$ cat src/core/rocr_pkg.sv
package rocr_pkg;

	// ----------------------------------------------------------------
	// bus geometry
	// ----------------------------------------------------------------
	localparam int unsigned ADDR_W = 8;
	localparam int unsigned DATA_W = 32;

	// ----------------------------------------------------------------
	// register offsets (byte addresses)
	// ----------------------------------------------------------------
	localparam logic [7:0] OFF_OSC_CTRL  = 8'h00;
	localparam logic [7:0] OFF_DRIVE_LO  = 8'h04;
	localparam logic [7:0] OFF_DRIVE_HI  = 8'h08;
	localparam logic [7:0] OFF_STATUS    = 8'h18;

	// ----------------------------------------------------------------
	// field positions
	// ----------------------------------------------------------------
	localparam int unsigned CODE_W        = 12;
	localparam int unsigned EN_LSB        = 12;
	localparam int unsigned RANGE_LSB     = 0;
	localparam int unsigned KEY_LSB       = 16;
	localparam int unsigned KEY_W         = 16;
	localparam int unsigned BAD_BIT       = 24;
	localparam int unsigned ON_BIT        = 12;
	localparam int unsigned NSTAGE        = 8;
	localparam int unsigned DRV_W         = 3;
	localparam int unsigned DRV_PITCH     = 4;
	localparam int unsigned STG_PER_REG   = 4;
	localparam int unsigned LVL_W         = 2;

	// ----------------------------------------------------------------
	// codes and reset values
	// ----------------------------------------------------------------
	localparam logic [11:0] EN_CODE_STOP   = 12'hd1e;
	localparam logic [11:0] EN_CODE_RUN    = 12'hfab;
	localparam logic [11:0] RANGE_RST      = 12'haa0;
	localparam logic [11:0] RANGE_LOW      = 12'hfa4;
	localparam logic [11:0] RANGE_MEDIUM   = 12'hfa5;
	localparam logic [11:0] RANGE_HIGH     = 12'hfa7;
	localparam logic [11:0] RANGE_OVERSPD  = 12'hfa6;
	localparam logic [15:0] WRITE_KEY      = 16'h9696;
	localparam logic [15:0] KEY_RST        = 16'h0000;
	localparam logic [11:0] DRV_RST        = 12'h000;

	// stages in the loop per range
	localparam logic [7:0] MASK_LOW      = 8'hff;
	localparam logic [7:0] MASK_MEDIUM   = 8'hfc;
	localparam logic [7:0] MASK_HIGH     = 8'hf0;
	localparam logic [7:0] MASK_OVERSPD  = 8'hc0;

	// ----------------------------------------------------------------
	// types
	// ----------------------------------------------------------------
	typedef enum logic [3:0] {
		RNG_LOW     = 4'b0001,
		RNG_MEDIUM  = 4'b0010,
		RNG_HIGH    = 4'b0100,
		RNG_OVERSPD = 4'b1000
	} rocr_range_e;

	typedef struct packed {
		logic [11:0]  en_code;
		logic [11:0]  range_code;
		logic         osc_on;
		rocr_range_e  range;
		logic [7:0]   loop_mask;
		logic [15:0]  key_lo;
		logic [11:0]  drv_lo;
		logic [15:0]  key_hi;
		logic [11:0]  drv_hi;
		logic         bad;
		logic [31:0]  rdata;
	} rocr_regs_s;

endpackage : rocr_pkg

$ cat src/core/rocr_drive_level.sv
`timescale 1ns/1ps

module rocr_drive_level #(
	parameter int unsigned NSTG = 8,
	parameter int unsigned DW   = 3,
	parameter int unsigned LW   = 2
) (
	input  wire logic                 mclk,
	input  wire logic                 rstn,
	input  wire logic [NSTG*DW-1:0]   drive,
	output logic      [NSTG*LW-1:0]   level
);
	import rocr_pkg::*;

	// ----------------------------------------------------------------
	// parameter check
	// ----------------------------------------------------------------
	if (DW != 3 || LW != 2 || NSTG == 0) begin : g_chk
		$error("rocr_drive_level: level needs three drive bits per stage");
	end

	typedef struct packed {
		logic [NSTG*LW-1:0] lvl;
	} rocr_lvl_s;

	rocr_lvl_s st_q;
	rocr_lvl_s st_d;

	// count of set drive bits gives base, double, triple, quadruple
	function automatic logic [1:0] rocr_ones(input logic [2:0] b);
		logic [1:0] n;
		n = {1'b0, b[0]} + {1'b0, b[1]} + {1'b0, b[2]};
		return n;
	endfunction : rocr_ones

	// per-stage level
	always_comb begin
		st_d = st_q;
		for (int i = 0; i < NSTG; i++) begin
			st_d.lvl[i*LW +: LW] = rocr_ones(drive[i*DW +: DW]);
		end
	end

	// state register
	always_ff @(posedge mclk or negedge rstn) begin
		if (!rstn) begin
			st_q <= '0;
		end else begin
			st_q <= st_d;
		end
	end

	assign level = st_q.lvl;

endmodule : rocr_drive_level

$ cat src/core/rocr_regs.sv
`timescale 1ns/1ps

// Behaviour
// - on/off code sits in control 23:12, loads run code at reset.
// - only code d1e stops oscillator; fab or any other value runs it.
// - range selector in control 11:0, resets to aa0, picks ring length.
// - range codes fa4 low, fa5 medium, fa7 high.
// - low uses stages 0-7, medium 2-7, high 4-7.
// - stage strength is count of its three set drive bits.
// - drive settings applied only when key 31:16 equals 9696.
// - wrong key forces all stage drives in that register to zero.
// - first drive register holds stages 0-3 at 2:0,6:4,10:8,14:12.
// - second drive register holds stages 4-7 in same layout.
// - reset clears all drive fields and both keys.
// - invalid code or key sets sticky flag bit 24, cleared by writing one to it.
// - reset range behaves as low, all eight stages in loop.
module rocr_regs (
	input  wire logic                          mclk,
	input  wire logic                          rstn,
	input  wire logic [rocr_pkg::ADDR_W-1:0]   addr,
	input  wire logic [rocr_pkg::DATA_W-1:0]   wdata,
	input  wire logic                          wr_en,
	input  wire logic                          rd_en,
	output logic      [rocr_pkg::DATA_W-1:0]   rdata,
	output logic                               osc_enable,
	output logic      [3:0]                    loop_range,
	output logic      [rocr_pkg::NSTAGE-1:0]   loop_stages,
	output logic      [rocr_pkg::NSTAGE*3-1:0] stage_drive,
	output logic      [rocr_pkg::NSTAGE*2-1:0] stage_level,
	output logic                               invalid_write_flag
);
	import rocr_pkg::*;

	// ----------------------------------------------------------------
	// elaboration checks on the shared constants
	// ----------------------------------------------------------------
	// two drive registers of four stages each must cover the whole ring
	if (NSTAGE != 2 * STG_PER_REG) begin : g_chk_stages
		$error("rocr_regs: stage count must fill both drive registers");
	end
	// a stage field must fit its slot and the key must fit the word
	if (DRV_W > DRV_PITCH || KEY_LSB + KEY_W > DATA_W) begin : g_chk_fields
		$error("rocr_regs: drive fields or key overrun their slots");
	end
	// range code sits below the on/off code, which sits below the flag
	if (RANGE_LSB + CODE_W > EN_LSB || EN_LSB + CODE_W > BAD_BIT) begin : g_chk_codes
		$error("rocr_regs: control codes overlap");
	end
	// the status mirror and the flag need bits of their own
	if (ON_BIT == BAD_BIT || BAD_BIT >= DATA_W) begin : g_chk_status
		$error("rocr_regs: status bits collide");
	end
	// ports and offsets are sized for eight stages of three bits
	if (NSTAGE != 8 || DRV_W != 3 || LVL_W != 2 || ADDR_W != 8) begin : g_chk_ports
		$error("rocr_regs: port widths do not match the constants");
	end
	// medium and high must only drop stages from the next slower range
	if (|(MASK_MEDIUM & ~MASK_LOW) || |(MASK_HIGH & ~MASK_MEDIUM)) begin : g_chk_mask
		$error("rocr_regs: range masks are not nested");
	end

	// ----------------------------------------------------------------
	// state
	// ----------------------------------------------------------------
	rocr_regs_s st_q;
	rocr_regs_s st_d;

	localparam logic [31:0] ZERO_WORD = 32'h0000_0000;

	// ----------------------------------------------------------------
	// helpers
	// ----------------------------------------------------------------

	// gather four 3-bit stage fields out of their 4-bit slots
	function automatic logic [11:0] rocr_pack(input logic [31:0] w);
		logic [11:0] p;
		p = '0;
		for (int i = 0; i < STG_PER_REG; i++) begin
			p[i*DRV_W +: DRV_W] = w[i*DRV_PITCH +: DRV_W];
		end
		return p;
	endfunction : rocr_pack

	// place packed stage fields back, reserved bits zero
	function automatic logic [31:0] rocr_unpack(
		input logic [15:0] key,
		input logic [11:0] drv
	);
		logic [31:0] w;
		w = ZERO_WORD;
		for (int i = 0; i < STG_PER_REG; i++) begin
			w[i*DRV_PITCH +: DRV_W] = drv[i*DRV_W +: DRV_W];
		end
		w[KEY_LSB +: KEY_W] = key;
		return w;
	endfunction : rocr_unpack

	// a drive write is honoured only with the matching key
	function automatic logic [11:0] rocr_keyed(input logic [31:0] w);
		logic [11:0] d;
		if (w[KEY_LSB +: KEY_W] == WRITE_KEY) begin
			d = rocr_pack(w);
		end else begin
			d = DRV_RST;
		end
		return d;
	endfunction : rocr_keyed

	// codes are gray coded, which is why overspeed follows high
	// range code to one-hot range; unknown codes fall to low
	function automatic rocr_range_e rocr_range(input logic [11:0] c);
		rocr_range_e r;
		unique case (c)
			RANGE_LOW:     r = RNG_LOW;
			RANGE_MEDIUM:  r = RNG_MEDIUM;
			RANGE_HIGH:    r = RNG_HIGH;
			RANGE_OVERSPD: r = RNG_OVERSPD;
			default:       r = RNG_LOW;
		endcase
		return r;
	endfunction : rocr_range

	// stages that form the ring for a range
	function automatic logic [7:0] rocr_mask(input rocr_range_e r);
		logic [7:0] m;
		unique case (r)
			RNG_LOW:     m = MASK_LOW;
			RNG_MEDIUM:  m = MASK_MEDIUM;
			RNG_HIGH:    m = MASK_HIGH;
			RNG_OVERSPD: m = MASK_OVERSPD;
			default:     m = MASK_LOW;
		endcase
		return m;
	endfunction : rocr_mask

	// true for any of the four documented range codes
	function automatic logic rocr_range_ok(input logic [11:0] c);
		return (c == RANGE_LOW) || (c == RANGE_MEDIUM) ||
		       (c == RANGE_HIGH) || (c == RANGE_OVERSPD);
	endfunction : rocr_range_ok

	// true for the two named on/off codes; anything else is a stray write
	function automatic logic rocr_en_ok(input logic [11:0] c);
		return (c == EN_CODE_STOP) || (c == EN_CODE_RUN);
	endfunction : rocr_en_ok

	// ----------------------------------------------------------------
	// decode
	// ----------------------------------------------------------------
	logic        wr_ctrl;
	logic        wr_lo;
	logic        wr_hi;
	logic        wr_stat;
	logic [11:0] w_en;
	logic [11:0] w_rng;
	logic [15:0] w_key;
	logic        bad_set;
	logic        bad_clr;

	// exact address match; unmapped offsets fall through as no-ops
	// write strobes per register and written fields
	always_comb begin
		wr_ctrl = wr_en && (addr == OFF_OSC_CTRL);
		wr_lo   = wr_en && (addr == OFF_DRIVE_LO);
		wr_hi   = wr_en && (addr == OFF_DRIVE_HI);
		wr_stat = wr_en && (addr == OFF_STATUS);
		w_en    = wdata[EN_LSB +: CODE_W];
		w_rng   = wdata[RANGE_LSB +: CODE_W];
		w_key   = wdata[KEY_LSB +: KEY_W];
	end

	// invalid value detection on any guarded write
	always_comb begin
		bad_set = 1'b0;
		if (wr_ctrl) begin
			if (!rocr_en_ok(w_en)) begin
				bad_set = 1'b1;
			end
			if (!rocr_range_ok(w_rng)) begin
				bad_set = 1'b1;
			end
		end
		if ((wr_lo || wr_hi) && (w_key != WRITE_KEY)) begin
			bad_set = 1'b1;
		end
		bad_clr = wr_stat && wdata[BAD_BIT];
	end

	// ----------------------------------------------------------------
	// next state
	// ----------------------------------------------------------------
	always_comb begin
		st_d = st_q;

		// a stop code is obeyed even while the ring clocks the system;
		// software has to move the system clock away before writing it
		// control: whole word taken at once
		if (wr_ctrl) begin
			st_d.en_code    = w_en;
			st_d.osc_on     = (w_en != EN_CODE_STOP);
			st_d.range_code = w_rng;
			st_d.range      = rocr_range(w_rng);
			st_d.loop_mask  = rocr_mask(rocr_range(w_rng));
		end

		// a wrong key still lands in the key field, so software sees it
		// drive registers, keyed
		if (wr_lo) begin
			st_d.key_lo = w_key;
			st_d.drv_lo = rocr_keyed(wdata);
		end
		if (wr_hi) begin
			st_d.key_hi = w_key;
			st_d.drv_hi = rocr_keyed(wdata);
		end

		// event and clear cannot share a cycle here, set wins regardless
		// sticky flag: a new event beats a clear
		if (bad_set) begin
			st_d.bad = 1'b1;
		end else if (bad_clr) begin
			st_d.bad = 1'b0;
		end

		// read data valid only the cycle after the strobe
		st_d.rdata = ZERO_WORD;
		if (rd_en) begin
			unique case (addr)
				OFF_OSC_CTRL: begin
					st_d.rdata[EN_LSB +: CODE_W]    = st_q.en_code;
					st_d.rdata[RANGE_LSB +: CODE_W] = st_q.range_code;
				end
				OFF_DRIVE_LO: begin
					st_d.rdata = rocr_unpack(st_q.key_lo, st_q.drv_lo);
				end
				OFF_DRIVE_HI: begin
					st_d.rdata = rocr_unpack(st_q.key_hi, st_q.drv_hi);
				end
				// status: sticky flag plus a mirror of the run level
				OFF_STATUS: begin
					st_d.rdata[BAD_BIT] = st_q.bad;
					st_d.rdata[ON_BIT]  = st_q.osc_on;
				end
				default: begin
					st_d.rdata = ZERO_WORD; // unmapped reads zero
				end
			endcase
		end
	end

	// ----------------------------------------------------------------
	// state register
	// ----------------------------------------------------------------
	// reset loads the run code so the ring starts at power-up
	always_ff @(posedge mclk or negedge rstn) begin
		if (!rstn) begin
			st_q.en_code    <= EN_CODE_RUN;
			st_q.osc_on     <= 1'b1;
			st_q.range_code <= RANGE_RST;
			st_q.range      <= RNG_LOW;
			st_q.loop_mask  <= MASK_LOW;
			st_q.key_lo     <= KEY_RST;
			st_q.drv_lo     <= DRV_RST;
			st_q.key_hi     <= KEY_RST;
			st_q.drv_hi     <= DRV_RST;
			st_q.bad        <= 1'b0;
			st_q.rdata      <= ZERO_WORD;
		end else begin
			st_q <= st_d;
		end
	end

	// ----------------------------------------------------------------
	// drive strength levels
	// ----------------------------------------------------------------
	// levels follow the raw drive bits one cycle later
	rocr_drive_level #(
		.NSTG (NSTAGE),
		.DW   (DRV_W),
		.LW   (LVL_W)
	) u_level (
		.mclk  (mclk),
		.rstn  (rstn),
		.drive ({st_q.drv_hi, st_q.drv_lo}),
		.level (stage_level)
	);

	// ----------------------------------------------------------------
	// outputs, all from flops
	// ----------------------------------------------------------------
	// every output is a register bit, no logic after the flops
	assign rdata              = st_q.rdata;
	assign osc_enable         = st_q.osc_on;
	assign loop_range         = st_q.range;
	assign loop_stages        = st_q.loop_mask;
	assign stage_drive        = {st_q.drv_hi, st_q.drv_lo};
	assign invalid_write_flag = st_q.bad;

endmodule : rocr_regs

$ cat config.mk
export PLATFORM = sky130hd
export DESIGN_NAME = rocr_regs
export DESIGN_NICKNAME = d
export VERILOG_FILES = /design/src/core/rocr_pkg.sv /design/src/core/rocr_drive_level.sv /design/src/core/rocr_regs.sv
export SDC_FILE = /design/constraint.sdc
export NUM_CORES = 1
export LEC_CHECK = 0
export BUFFER_PORTS_ARGS = -buffer_cell sky130_fd_sc_hd__buf_2
export CORE_AREA = 2 2 112 196
export CTS_BUF_LIST = sky130_fd_sc_hd__clkbuf_8
export CTS_CLUSTER_SIZE = 16
export DETAILED_ROUTE_END_ITERATION = 10
export DIE_AREA = 0 0 114 198
export GPL_TIMING_DRIVEN = 0
export HOLD_SLACK_MARGIN = 0.03
export SETUP_SLACK_MARGIN = 0.3
export SYNTH_ARGS = -nofsm -noshare
export SYNTH_HDL_FRONTEND = slang
export SYNTH_HIERARCHICAL = 1
export SYNTH_SLANG_ARGS = --single-unit
$ cat constraint.sdc
create_clock -name mclk -period 2.2 [get_ports mclk]
set_input_delay 0.66 -clock mclk [delete_from_list [all_inputs] [get_ports mclk]]
set_output_delay 0.66 -clock mclk [all_outputs]
set_load 0.02 [all_outputs]
==> flow_summary_export.csv, run 1 <==
group,metric,value,unit
outcome,status,"finished, final reports clean",
layout,ff_latch_area,3470,sq um
timing,min_period_over_period,89.1,%
clocking,cts_buffers,17,
placement,placed_cell_area,7350,sq um
timing,skew,0.0161,ns
placement,pre_cts_ws,-0.488,ns
placement,io_buffers,126,
synth,async_flop_share,100,%
setup_path,crit_required,2.53,ns
layout,insertedDiodeCount,0,
clocking,clockBufferDepth,2,
power,irDropWorstVdd,315,uV
layout,multiInputGateArea,2280,sq um
placement,dp_hpwl,11600,microns
layout,drive_gt1_share,60.6,%
timing,hold_violations,0,
die,core,21100,sq um
synth,ys_top_cells_by_area,"dfrtp_1 (48%), mux2_2 (14%), buf_4 (8.4%)",
setup_path,critPathLaunchType,"input port",
setup_path,crit_slowest_cell,"or4_4",
setup_path,critPathTopFamily,"simple AND/OR/NAND/NOR gates",
synth,syn_area,6230,sq um
timing,max_freq,0.510,GHz
synth,synth_common_cells,"dfrtp_1 (119), mux2_2 (76), buf_4 (70)",
die,die_area,22600,sq um
setup_path,path_buf_inv,3,
synth,seq_area_frac_synth,55.4,%
die,start_util,29.5,%
layout,syn_to_final_growth,31.1,%
detailed_routing,wl_per_cell,17.6,microns
clocking,clk_latency,0.45,ns
clocking,root_buffer,"clkbuf_8",
die,rows,71,
power,p_leak,0.00408,uW
clocking,htreeDepth,4,
timing,setup_violations,0,
timing,slew_viol_final,0,
detailed_routing,via_count,4367,
timing,rsz0062_at_grt,"yes",
setup_path,arrival,2.29,ns
layout,final_util,38.7,%
power,fin_total_pwr,5090,uW
synth,yosysTopAreaCell,"dfrtp_1",
die,fp.dieW,114,microns
global_routing,antenna_found_initial,2,
detailed_routing,final_antenna_net_count,0,
layout,final_cell_area,8170,sq um
setup_path,cpMostUsedCell,"buf_8",
synth,synth-edff-count,0,
synth,ys_warn_count,6,
setup_path,cpPeakStageDelay,0.55,ns
synth,synth.avg_cell_area,12.5,sq um
synth,syn_inst,498,
global_routing,groute.usage.overall,14.8,%
power,power_density,623,nW/um^2
setup_path,cp_max_fo,10,
synth,ys_ff_latch,137,
clocking,cts.sinks,137,
layout,fillCellCount,2098,
timing,worst_slew_pin_slew,0.793,ns
setup_path,worstSetupPathType,"input port to register",
synth,netlist.area_leader.share,47.8,%
timing,whs,0.176,ns
timing,relSlewSlack,46.7,%
placement,gp_congestion,0.780,
detailed_routing,vias_per_cell,4.64,
detailed_routing,drtIter0Drc,216,
global_routing,gr-total-overflow,0,
detailed_routing,drc,0,
detailed_routing,drt_wl_total,16600,microns
timing,timing.final.ws_setup,0.240,ns
global_routing,grt_pass1_vias,4365,
die,die-height,198,microns
timing,post-route-min-period,1.96,ns
clocking,cts_tree,"yes",
synth,ys_types,43,
clocking,path_clk_slew,0.09,ns
detailed_routing,firstDrtPassIters,4,
synth,synth_flop_cell,"dfrtp_1",
global_routing,grt_max_degree,80,
global_routing,grt_pass1_wl,24700,microns
setup_path,endpoint_kind,"register",
setup_path,cp_cell_sequence,"buf_8, or4_4, buf_8, nor4_4, buf_4, mux2_2",
hold_path,hp-class,"input port to asynchronous set/reset pin",
job,cap_viol_max_count,0,
synth,synthMostInstantiatedCell,"dfrtp_1",
die,io_pins,130,
clocking,cts_hold_buf,0,
layout,final_nets,725,
[state kept, by name, indices dropped and copies added, names as in the netlist]
name,cells
invalid_write_flag,1
stage_drive,24
loop_range,4
rdata,32
loop_stages,3
u_level/level,16
osc_enable,1
st_q,56
[power by group]
| group | leakage (uW) | switching (uW) | total, uW | internal [uW] |
|---|---|---|---|---|
| Combinational | 0.00209 | 212 | 394 | 182 |
| Clock | 0.000193 | 1120 | 2060 | 940 |
| Sequential | 0.00180 | 37.2 | 2630 | 2600 |
[stage by stage]
step / setup TNS, ns / instances
2_1_floorplan: -0.461 / 499
3_3_place_gp: -215.98 / 880
3_5_place_dp: -28.94 / 881
4_1_cts: 0 / 925
5_1_grt: 0 / 941
6_report: 0 / 941
[repair_timing]
item | in CTS | in global routing
endpoints found under the setup margin | 90 | 117
resized for setup | 37 | 34
gates cloned | 1 | 2
pin swaps | 6 | 3
setup buffers | 11 | 14
[final cells by class]
type / count / area share [%]
inverter: 4 / 0.184
sequential: 137 / 42.5
timing repair buffer: 155 / 12.0
clock inverter: 15 / 1.90
buffer: 92 / 8.76
multi-input combinational: 266 / 27.9
tap: 255 / 3.90
clock buffer: 17 / 2.86
[final timing paths]
| path | from | end | slack, ns | depth (start not counted) |
|---|---|---|---|---|
| worst max-delay path | addr[6] | st_q[108] | 0.24 | 6 |
| worst min-delay path | rstn | u_level/level[0] | 0.18 | 1 |
| worst max register to register | stage_drive[21] | u_level/level[14] | 0.99 | 2 |
| worst min register to register | st_q[76] | st_q[76] | 0.51 | 1 |
| max in group asynchronous | rstn | st_q[119] | 1.19 | 2 |
| min in group mclk | wdata[1] | loop_stages[3] | 0.45 | 2 |
[layer usage]
metal	vias to the layer above	wire length, microns	track usage, %
li1	2020	-	-
met5	-	7	0
met4	2	567	6.50
met2	116	9080	27.2
met3	31	822	3.95
met1	2198	6080	15.5
[placed cells by master, fill, tap and decap left out, drive strengths merged, types with 3 or more instances in the layout]
cell type / instances
nand4: 3
a22oi: 26
nor3: 3
inv: 14
o21ai: 28
clkbuf: 32
nor2: 27
mux2: 76
or4bb: 3
dfstp: 18
nor2b: 10
fa: 8
dfrtp: 119
nand4b: 6
nand2b: 3
nand2: 38
nor4: 7
and4b: 5
buf: 232
[cells by family (layout without fill, tap and decap cells)]
logic type	Yosys count	in the layout	share of synthesized area (%)
simple gates	112	112	10.5
mux	78	78	14.1
buf+inv	96	283	10.7
flops	137	137	55.4
other cells	1	2	0.0602
compound gates	66	66	6.75
fa+ha+maj	8	8	2.57
[worst reg2reg max path, cell delays in order, from the launching register on]
cell	delay, ns
dfrtp_2	0.45
buf_4	0.17
fa_1	0.52
Power figures use the tool's default switching activity.
==> inputs of run 2 (changes only) <==
--- a/config.mk
+++ b/config.mk
@@ -5,12 +5,13 @@
 export SDC_FILE = /design/constraint.sdc
 export NUM_CORES = 1
 export LEC_CHECK = 0
+export ABC_AREA = 1
 export BUFFER_PORTS_ARGS = -buffer_cell sky130_fd_sc_hd__buf_2
-export CORE_AREA = 2 2 112 196
+export CORE_AREA = 2 2 113 197
 export CTS_BUF_LIST = sky130_fd_sc_hd__clkbuf_8
 export CTS_CLUSTER_SIZE = 16
 export DETAILED_ROUTE_END_ITERATION = 10
-export DIE_AREA = 0 0 114 198
+export DIE_AREA = 0 0 115 199
 export GPL_TIMING_DRIVEN = 0
 export HOLD_SLACK_MARGIN = 0.03
 export SETUP_SLACK_MARGIN = 0.3
==> flow_summary_export.csv, run 2 <==
group,metric,value,unit
hold_path,hp-class,"input port to asynchronous set/reset pin",
power,power_density,700,nW/um^2
placement,gp_congestion,0.847,
synth,synthMostInstantiatedCell,"nand2_1",
synth,synth.avg_cell_area,8.67,sq um
timing,hold_violations,0,
timing,post-route-min-period,1.90,ns
timing,max_freq,0.527,GHz
timing,timing.final.ws_setup,0.301,ns
setup_path,cp_max_fo,3,
placement,dp_hpwl,12800,microns
placement,pre_cts_ws,-0.0178,ns
synth,synth-edff-count,0,
synth,ys_top_cells_by_area,"dfrtp_1 (47%), nand2_1 (15%), buf_4 (8.3%)",
detailed_routing,drc,0,
synth,ys_types,25,
die,start_util,29.4,%
layout,fillCellCount,2254,
clocking,htreeDepth,4,
synth,synth_flop_cell,"dfrtp_1",
timing,skew,0.0198,ns
clocking,cts_buffers,17,
clocking,clk_latency,0.47,ns
die,fp.dieW,115,microns
synth,syn_area,6270,sq um
synth,async_flop_share,100,%
global_routing,antenna_found_initial,3,
detailed_routing,vias_per_cell,4.43,
setup_path,critPathLaunchType,"register",
clocking,clockBufferDepth,2,
power,irDropWorstVdd,390,uV
detailed_routing,final_antenna_net_count,0,
setup_path,arrival,1.24,ns
die,io_pins,130,
die,core,21300,sq um
synth,yosysTopAreaCell,"dfrtp_1",
synth,netlist.area_leader.share,47.5,%
clocking,cts.sinks,137,
timing,setup_violations,0,
detailed_routing,via_count,5112,
timing,min_period_over_period,86.3,%
global_routing,gr-total-overflow,0,
setup_path,worstSetupPathType,"register to primary output",
job,cap_viol_max_count,0,
setup_path,crit_required,1.54,ns
detailed_routing,drtIter0Drc,277,
layout,layout_commonest_cell,"nand2_1",
placement,placed_cell_area,7260,sq um
global_routing,groute.usage.overall,15.6,%
synth,seq_area_frac_synth,55.0,%
clocking,cts_hold_buf,0,
global_routing,grt_pass1_vias,4965,
layout,final_cell_area,7900,sq um
setup_path,endpoint_kind,"primary output",
die,die-height,199,microns
die,die_area,22900,sq um
layout,top_register,"st_q",
layout,largest_reg_flops,56,
placement,io_buffers,126,
die,rows,71,
global_routing,grt_pass1_wl,26800,microns
clocking,cts_tree,"yes",
layout,syn_to_final_growth,26.1,%
synth,ys_warn_count,6,
clocking,path_clk_slew,0.09,ns
detailed_routing,drt_wl_total,17300,microns
timing,relSlewSlack,44.5,%
timing,worst_slew_pin_slew,0.824,ns
layout,drive_gt1_share,34.0,%
synth,syn_inst,723,
layout,final_util,37.1,%
global_routing,grt_max_degree,98,
setup_path,rrSetupSlack,1.02,ns
layout,final_nets,934,
synth,synth_common_cells,"nand2_1 (254), dfrtp_1 (119), buf_4 (69)",
detailed_routing,wl_per_cell,15.0,microns
power,p_leak,0.00441,uW
synth,ys_ff_latch,137,
detailed_routing,firstDrtPassIters,5,
timing,slew_viol_final,0,
timing,rsz0062_at_grt,"yes",
clocking,root_buffer,"clkbuf_8",
layout,final_cell_mix,"nand2_1 (254), buf_2 (135), dfrtp_1 (105)",
outcome,status,"finished, final reports clean",
run 2: metrics by stage:
step,total power [uW],setup TNS [ns],hold slack [ns],std cells
floorplan,2920,0,0.364,724
global placement,3100,-192.02,0.458,1105
detailed placement,3120,-0.0178,0.466,1106
CTS,5590,0,0.0986,1139
global route,5730,0,0.113,1153
finish,5530,0,0.104,1154
run 2: where the power goes:
group	switching [uW]	internal, uW
clock network	1060	1390
logic	256	157
registers	54.1	2620
total	1370	4170
run 2: cell families after synthesis:
logic type / share of synthesized area [%]
compound gates: 6.21
simple gates: 21.6
fa+ha+maj: 2.55
buf+inv: 14.5
other cells: 0.0598
flops: 55.0
run 2: metal layers:
layer	share of wire [%]	track usage, %	wire length (microns)
met1	39	17.4	6740
met4	2.9	7.23	504
met5	0	0	0
met3	4.0	3.17	694
met2	54	28.1	9410
run 2: layout make-up:
class | count | area [sq um] | share of cell area [%]
clock inverter | 14 | 219 | 2.77
antenna | 4 | 10.0 | 0.127
sequential | 137 | 3470 | 43.9
timing repair buffer | 139 | 795 | 10.1
clock buffer | 18 | 248 | 3.13
inverter | 70 | 263 | 3.32
tap | 255 | 319 | 4.04
buffer | 94 | 671 | 8.49
multi-input combinational | 423 | 1910 | 24.2
run 2: timing repair:
item / CTS / global route
resized for setup: 22 / 11
endpoints found under the hold margin: 0 / 0
buffers inserted: 1 / 11
cloned: 0 / 0
endpoints found under the setup margin: 14 / 16
run 2: critical path: stages, from the launching register on:
cell     delay [ns]
dfstp_2        0.57
buf_6          0.10
buf_6          0.10
run 2: worst paths after layout:
check	from	end	cells after the start
worst min-delay path	rstn	st_q[105]	1
min in group mclk	wdata[7]	st_q[109]	3
max in group asynchronous	rstn	st_q[123]	2
worst min register to register	loop_range[0]	loop_range[0]	2
worst max register to register	stage_drive[12]	u_level/level[8]	2
worst max-delay path	loop_stages[3]	loop_stages[2]	2
==> inputs of run 3 (changes only) <==
--- a/config.mk
+++ b/config.mk
@@ -17,5 +17,4 @@
 export SETUP_SLACK_MARGIN = 0.3
 export SYNTH_ARGS = -nofsm -noshare
 export SYNTH_HDL_FRONTEND = slang
-export SYNTH_HIERARCHICAL = 1
 export SYNTH_SLANG_ARGS = --single-unit
==> constraint.sdc (replaced) <==
create_clock -name mclk -period 2.2 [get_ports mclk]
set_input_delay 0 -clock mclk [delete_from_list [all_inputs] [get_ports mclk]]
set_output_delay 0 -clock mclk [all_outputs]
set_load 0.02 [all_outputs]
==> flow_summary_export.csv, run 3 <==
group,metric,value,unit
outcome,status,"finished, final reports clean",
power,seqPwrFrac,53.1,%
placement,gp_congestion,0.876,
layout,final_cell_mix,"nand2_1 (224), buf_2 (142), dfrtp_1 (119)",
timing,whs,0.0561,ns
timing,timing.final.ws_setup,0.545,ns
synth,synth-edff-count,0,
layout,final_util,37.7,%
synth,synthMostInstantiatedCell,"nand2_1",
timing,max_freq,0.604,GHz
layout,fillCellCount,2222,
clocking,cts_buffers,17,
detailed_routing,via_count,5309,
synth,async_flop_share,100,%
die,die_area,22900,sq um
power,p_sw,1400,uW
clocking,path_clk_slew,0.10,ns
synth,ys_types,24,
hold_path,hold_end,"loop_range[0]",
hold_path,min_path_cells,6,
clocking,htreeDepth,4,
synth,ys_top_cells_by_area,"dfrtp_1 (47%), nand2_1 (13%), buf_4 (9.2%)",
die,core,21300,sq um
timing,hold_violations,0,
timing,skew,0.0144,ns
detailed_routing,wl_per_cell,15.8,microns
setup_path,worstSetupPathType,"input port to register",
layout,top_register,"st_q",
power,swShare,28.0,%
global_routing,grt_max_degree,75,
clocking,cts_tree,"yes",
layout,syn_to_final_growth,27.5,%
die,die-height,199,microns
timing,rsz0062_at_grt,"no",
synth,ys_warn_count,0,
clocking,postCtsResizedCells,0,
job,cap_viol_max_count,0,
timing,min_period_over_period,75.2,%
detailed_routing,drtIter0Drc,363,
detailed_routing,drt_wl_total,18500,microns
die,start_util,29.6,%
detailed_routing,vias_per_cell,4.55,
power,p_leak,0.00442,uW
synth,syn_inst,713,
global_routing,grt_pass1_wl,28900,microns
hold_path,worstHoldStart,"addr[6]",
layout,drive_gt1_share,31.4,%
synth,synth_common_cells,"nand2_1 (224), dfrtp_1 (119), buf_4 (77)",
clocking,clockBufferDepth,2,
synth,yosysTopAreaCell,"dfrtp_1",
global_routing,gr-total-overflow,0,
detailed_routing,final_antenna_net_count,0,
setup_path,cp_max_fo,6,
synth,synth_flop_cell,"dfrtp_1",
timing,worst_slew_pin_slew,0.711,ns
power,clkPwrFrac,38.5,%
clocking,clk_latency,0.47,ns
synth,synth.avg_cell_area,8.84,sq um
layout,insertedDiodeCount,0,
detailed_routing,drc,0,
layout,layout_commonest_cell,"nand2_1",
die,io_pins,130,
hold_path,hp-class,"input port to register",
layout,final_nets,950,
placement,dp_hpwl,13900,microns
setup_path,rrSetupSlack,1.06,ns
placement,io_buffers,127,
setup_path,endpoint_kind,"register",
synth,ys_ff_latch,137,
layout,largest_reg_flops,56,
timing,relSlewSlack,52.6,%
placement,pre_cts_ws,0.703,ns
layout,multiInputGateArea,1990,sq um
timing,setup_violations,0,
setup_path,crit_required,2.61,ns
clocking,root_buffer,"clkbuf_8",
die,fp.dieW,115,microns
setup_path,reg2reg_from,"stage_drive[8]",
power,irDropWorstVdd,361,uV
setup_path,critPathLaunchType,"input port",
global_routing,antenna_found_initial,0,
power,p_int,3600,uW
timing,slew_viol_final,0,
layout,ff_latch_area,3450,sq um
timing,post-route-min-period,1.65,ns
power,p_comb_share,8.4,%
global_routing,groute.usage.overall,17.0,%
setup_path,r2r_cells,1,
setup_path,arrival,2.07,ns
die,rows,71,
global_routing,grt_pass1_vias,5315,
detailed_routing,firstDrtPassIters,5,
power,fin_total_pwr,5000,uW
synth,syn_area,6300,sq um
synth,seq_area_frac_synth,54.7,%
power,power_density,622,nW/um^2
setup_path,reg2reg_to,"u_level.level[4]",
clocking,cts.sinks,137,
synth,netlist.area_leader.share,47.2,%
[run 3: cell count changes in the layout (fill, tap and decap cells not counted), moves of 7 or more]
cell | before | now
buf_6 | 15 | 1
dlygate4sd3_1 | 0 | 37
nand2_1 | 254 | 224
nor3_1 | 1 | 11
nor2_1 | 46 | 28
inv_1 | 65 | 43
nand3_1 | 24 | 74
o21ai_0 | 58 | 7
o21ai_1 | 0 | 43
dfrtp_1 | 105 | 119
buf_2 | 135 | 142
dfrtp_2 | 14 | 0
[run 3: worst max path at each step]
stage | end | cells past startpoint | startpoint
final | loop_stages[4] | 8 | addr[7]
after global routing | stage_drive[11] | 10 | wdata[30]
after CTS | loop_stages[4] | 8 | addr[7]
after detailed placement | stage_drive[14] | 9 | wdata[21]
after global placement | u_level.level[14] | 1 | rstn
after floorplan | u_level.level[0] | 1 | stage_drive[0]
[run 3: cell type report]
class	count	area share [%]
plain buffers	98	8.42
clock inverters	15	1.71
inverters	52	2.43
clock buffers	17	2.91
flip-flops and latches	137	42.9
multi-input cells	427	24.7
well taps	255	3.97
repair buffers	165	12.9
[run 3: kinds of logic (layout without fill, tap and decap cells)]
kind of cell	after synthesis	count (layout)	share of synthesized area, %
adders and majority gates	8	8	2.54
and+or+nand+nor	351	351	23.4
other	1	2	0.0595
DFF	137	137	54.7
AOI/OAI and AO/OA	66	66	5.46
buffers and inverters	150	347	13.8
[run 3: power by group through the flow]
stage | registers [uW] | clock network (uW) | logic (uW)
2_1_floorplan | 2710 | 0 | 168
3_3_place_gp | 2700 | 0 | 365
3_5_place_dp | 2700 | 0 | 377
4_1_cts | 2650 | 1990 | 429
5_1_grt | 2660 | 2090 | 473
6_report | 2650 | 1920 | 422
[run 3: through the flow]
step / cell area, sq um / std cells / setup TNS [ns]
3_5_place_dp: 7300 / 1097 / 0
2_1_floorplan: 6310 / 714 / 0
3_3_place_gp: 7260 / 1096 / -101.48
6_report: 8040 / 1166 / 0
5_1_grt: 8040 / 1166 / 0
4_1_cts: 8040 / 1166 / 0
[run 3: repair_timing]
| action | CTS | global route |
|---|---|---|
| hold buffers | 37 | 0 |
| setup buffers | 0 | 0 |
| endpoints found under the hold margin | 176 | 0 |
[run 3: critical path, stage by stage]
cell and delay [ns]:
dlygate4sd3_1 0.53, buf_2 0.13, nor2_1 0.12, nand2_2 0.11, nor3_4 0.30, dlygate4sd3_1 0.64
nand3_1 0.10, o21a_1 0.13
[run 3: layer usage]
metal | track usage (%) | part of all wire [%] | routed length (microns)
met3 | 2.71 | 5.1 | 944
met2 | 30.9 | 55 | 10100
met1 | 18.6 | 36 | 6670
met5 | 0 | 0 | 0
met4 | 8.92 | 3.9 | 726
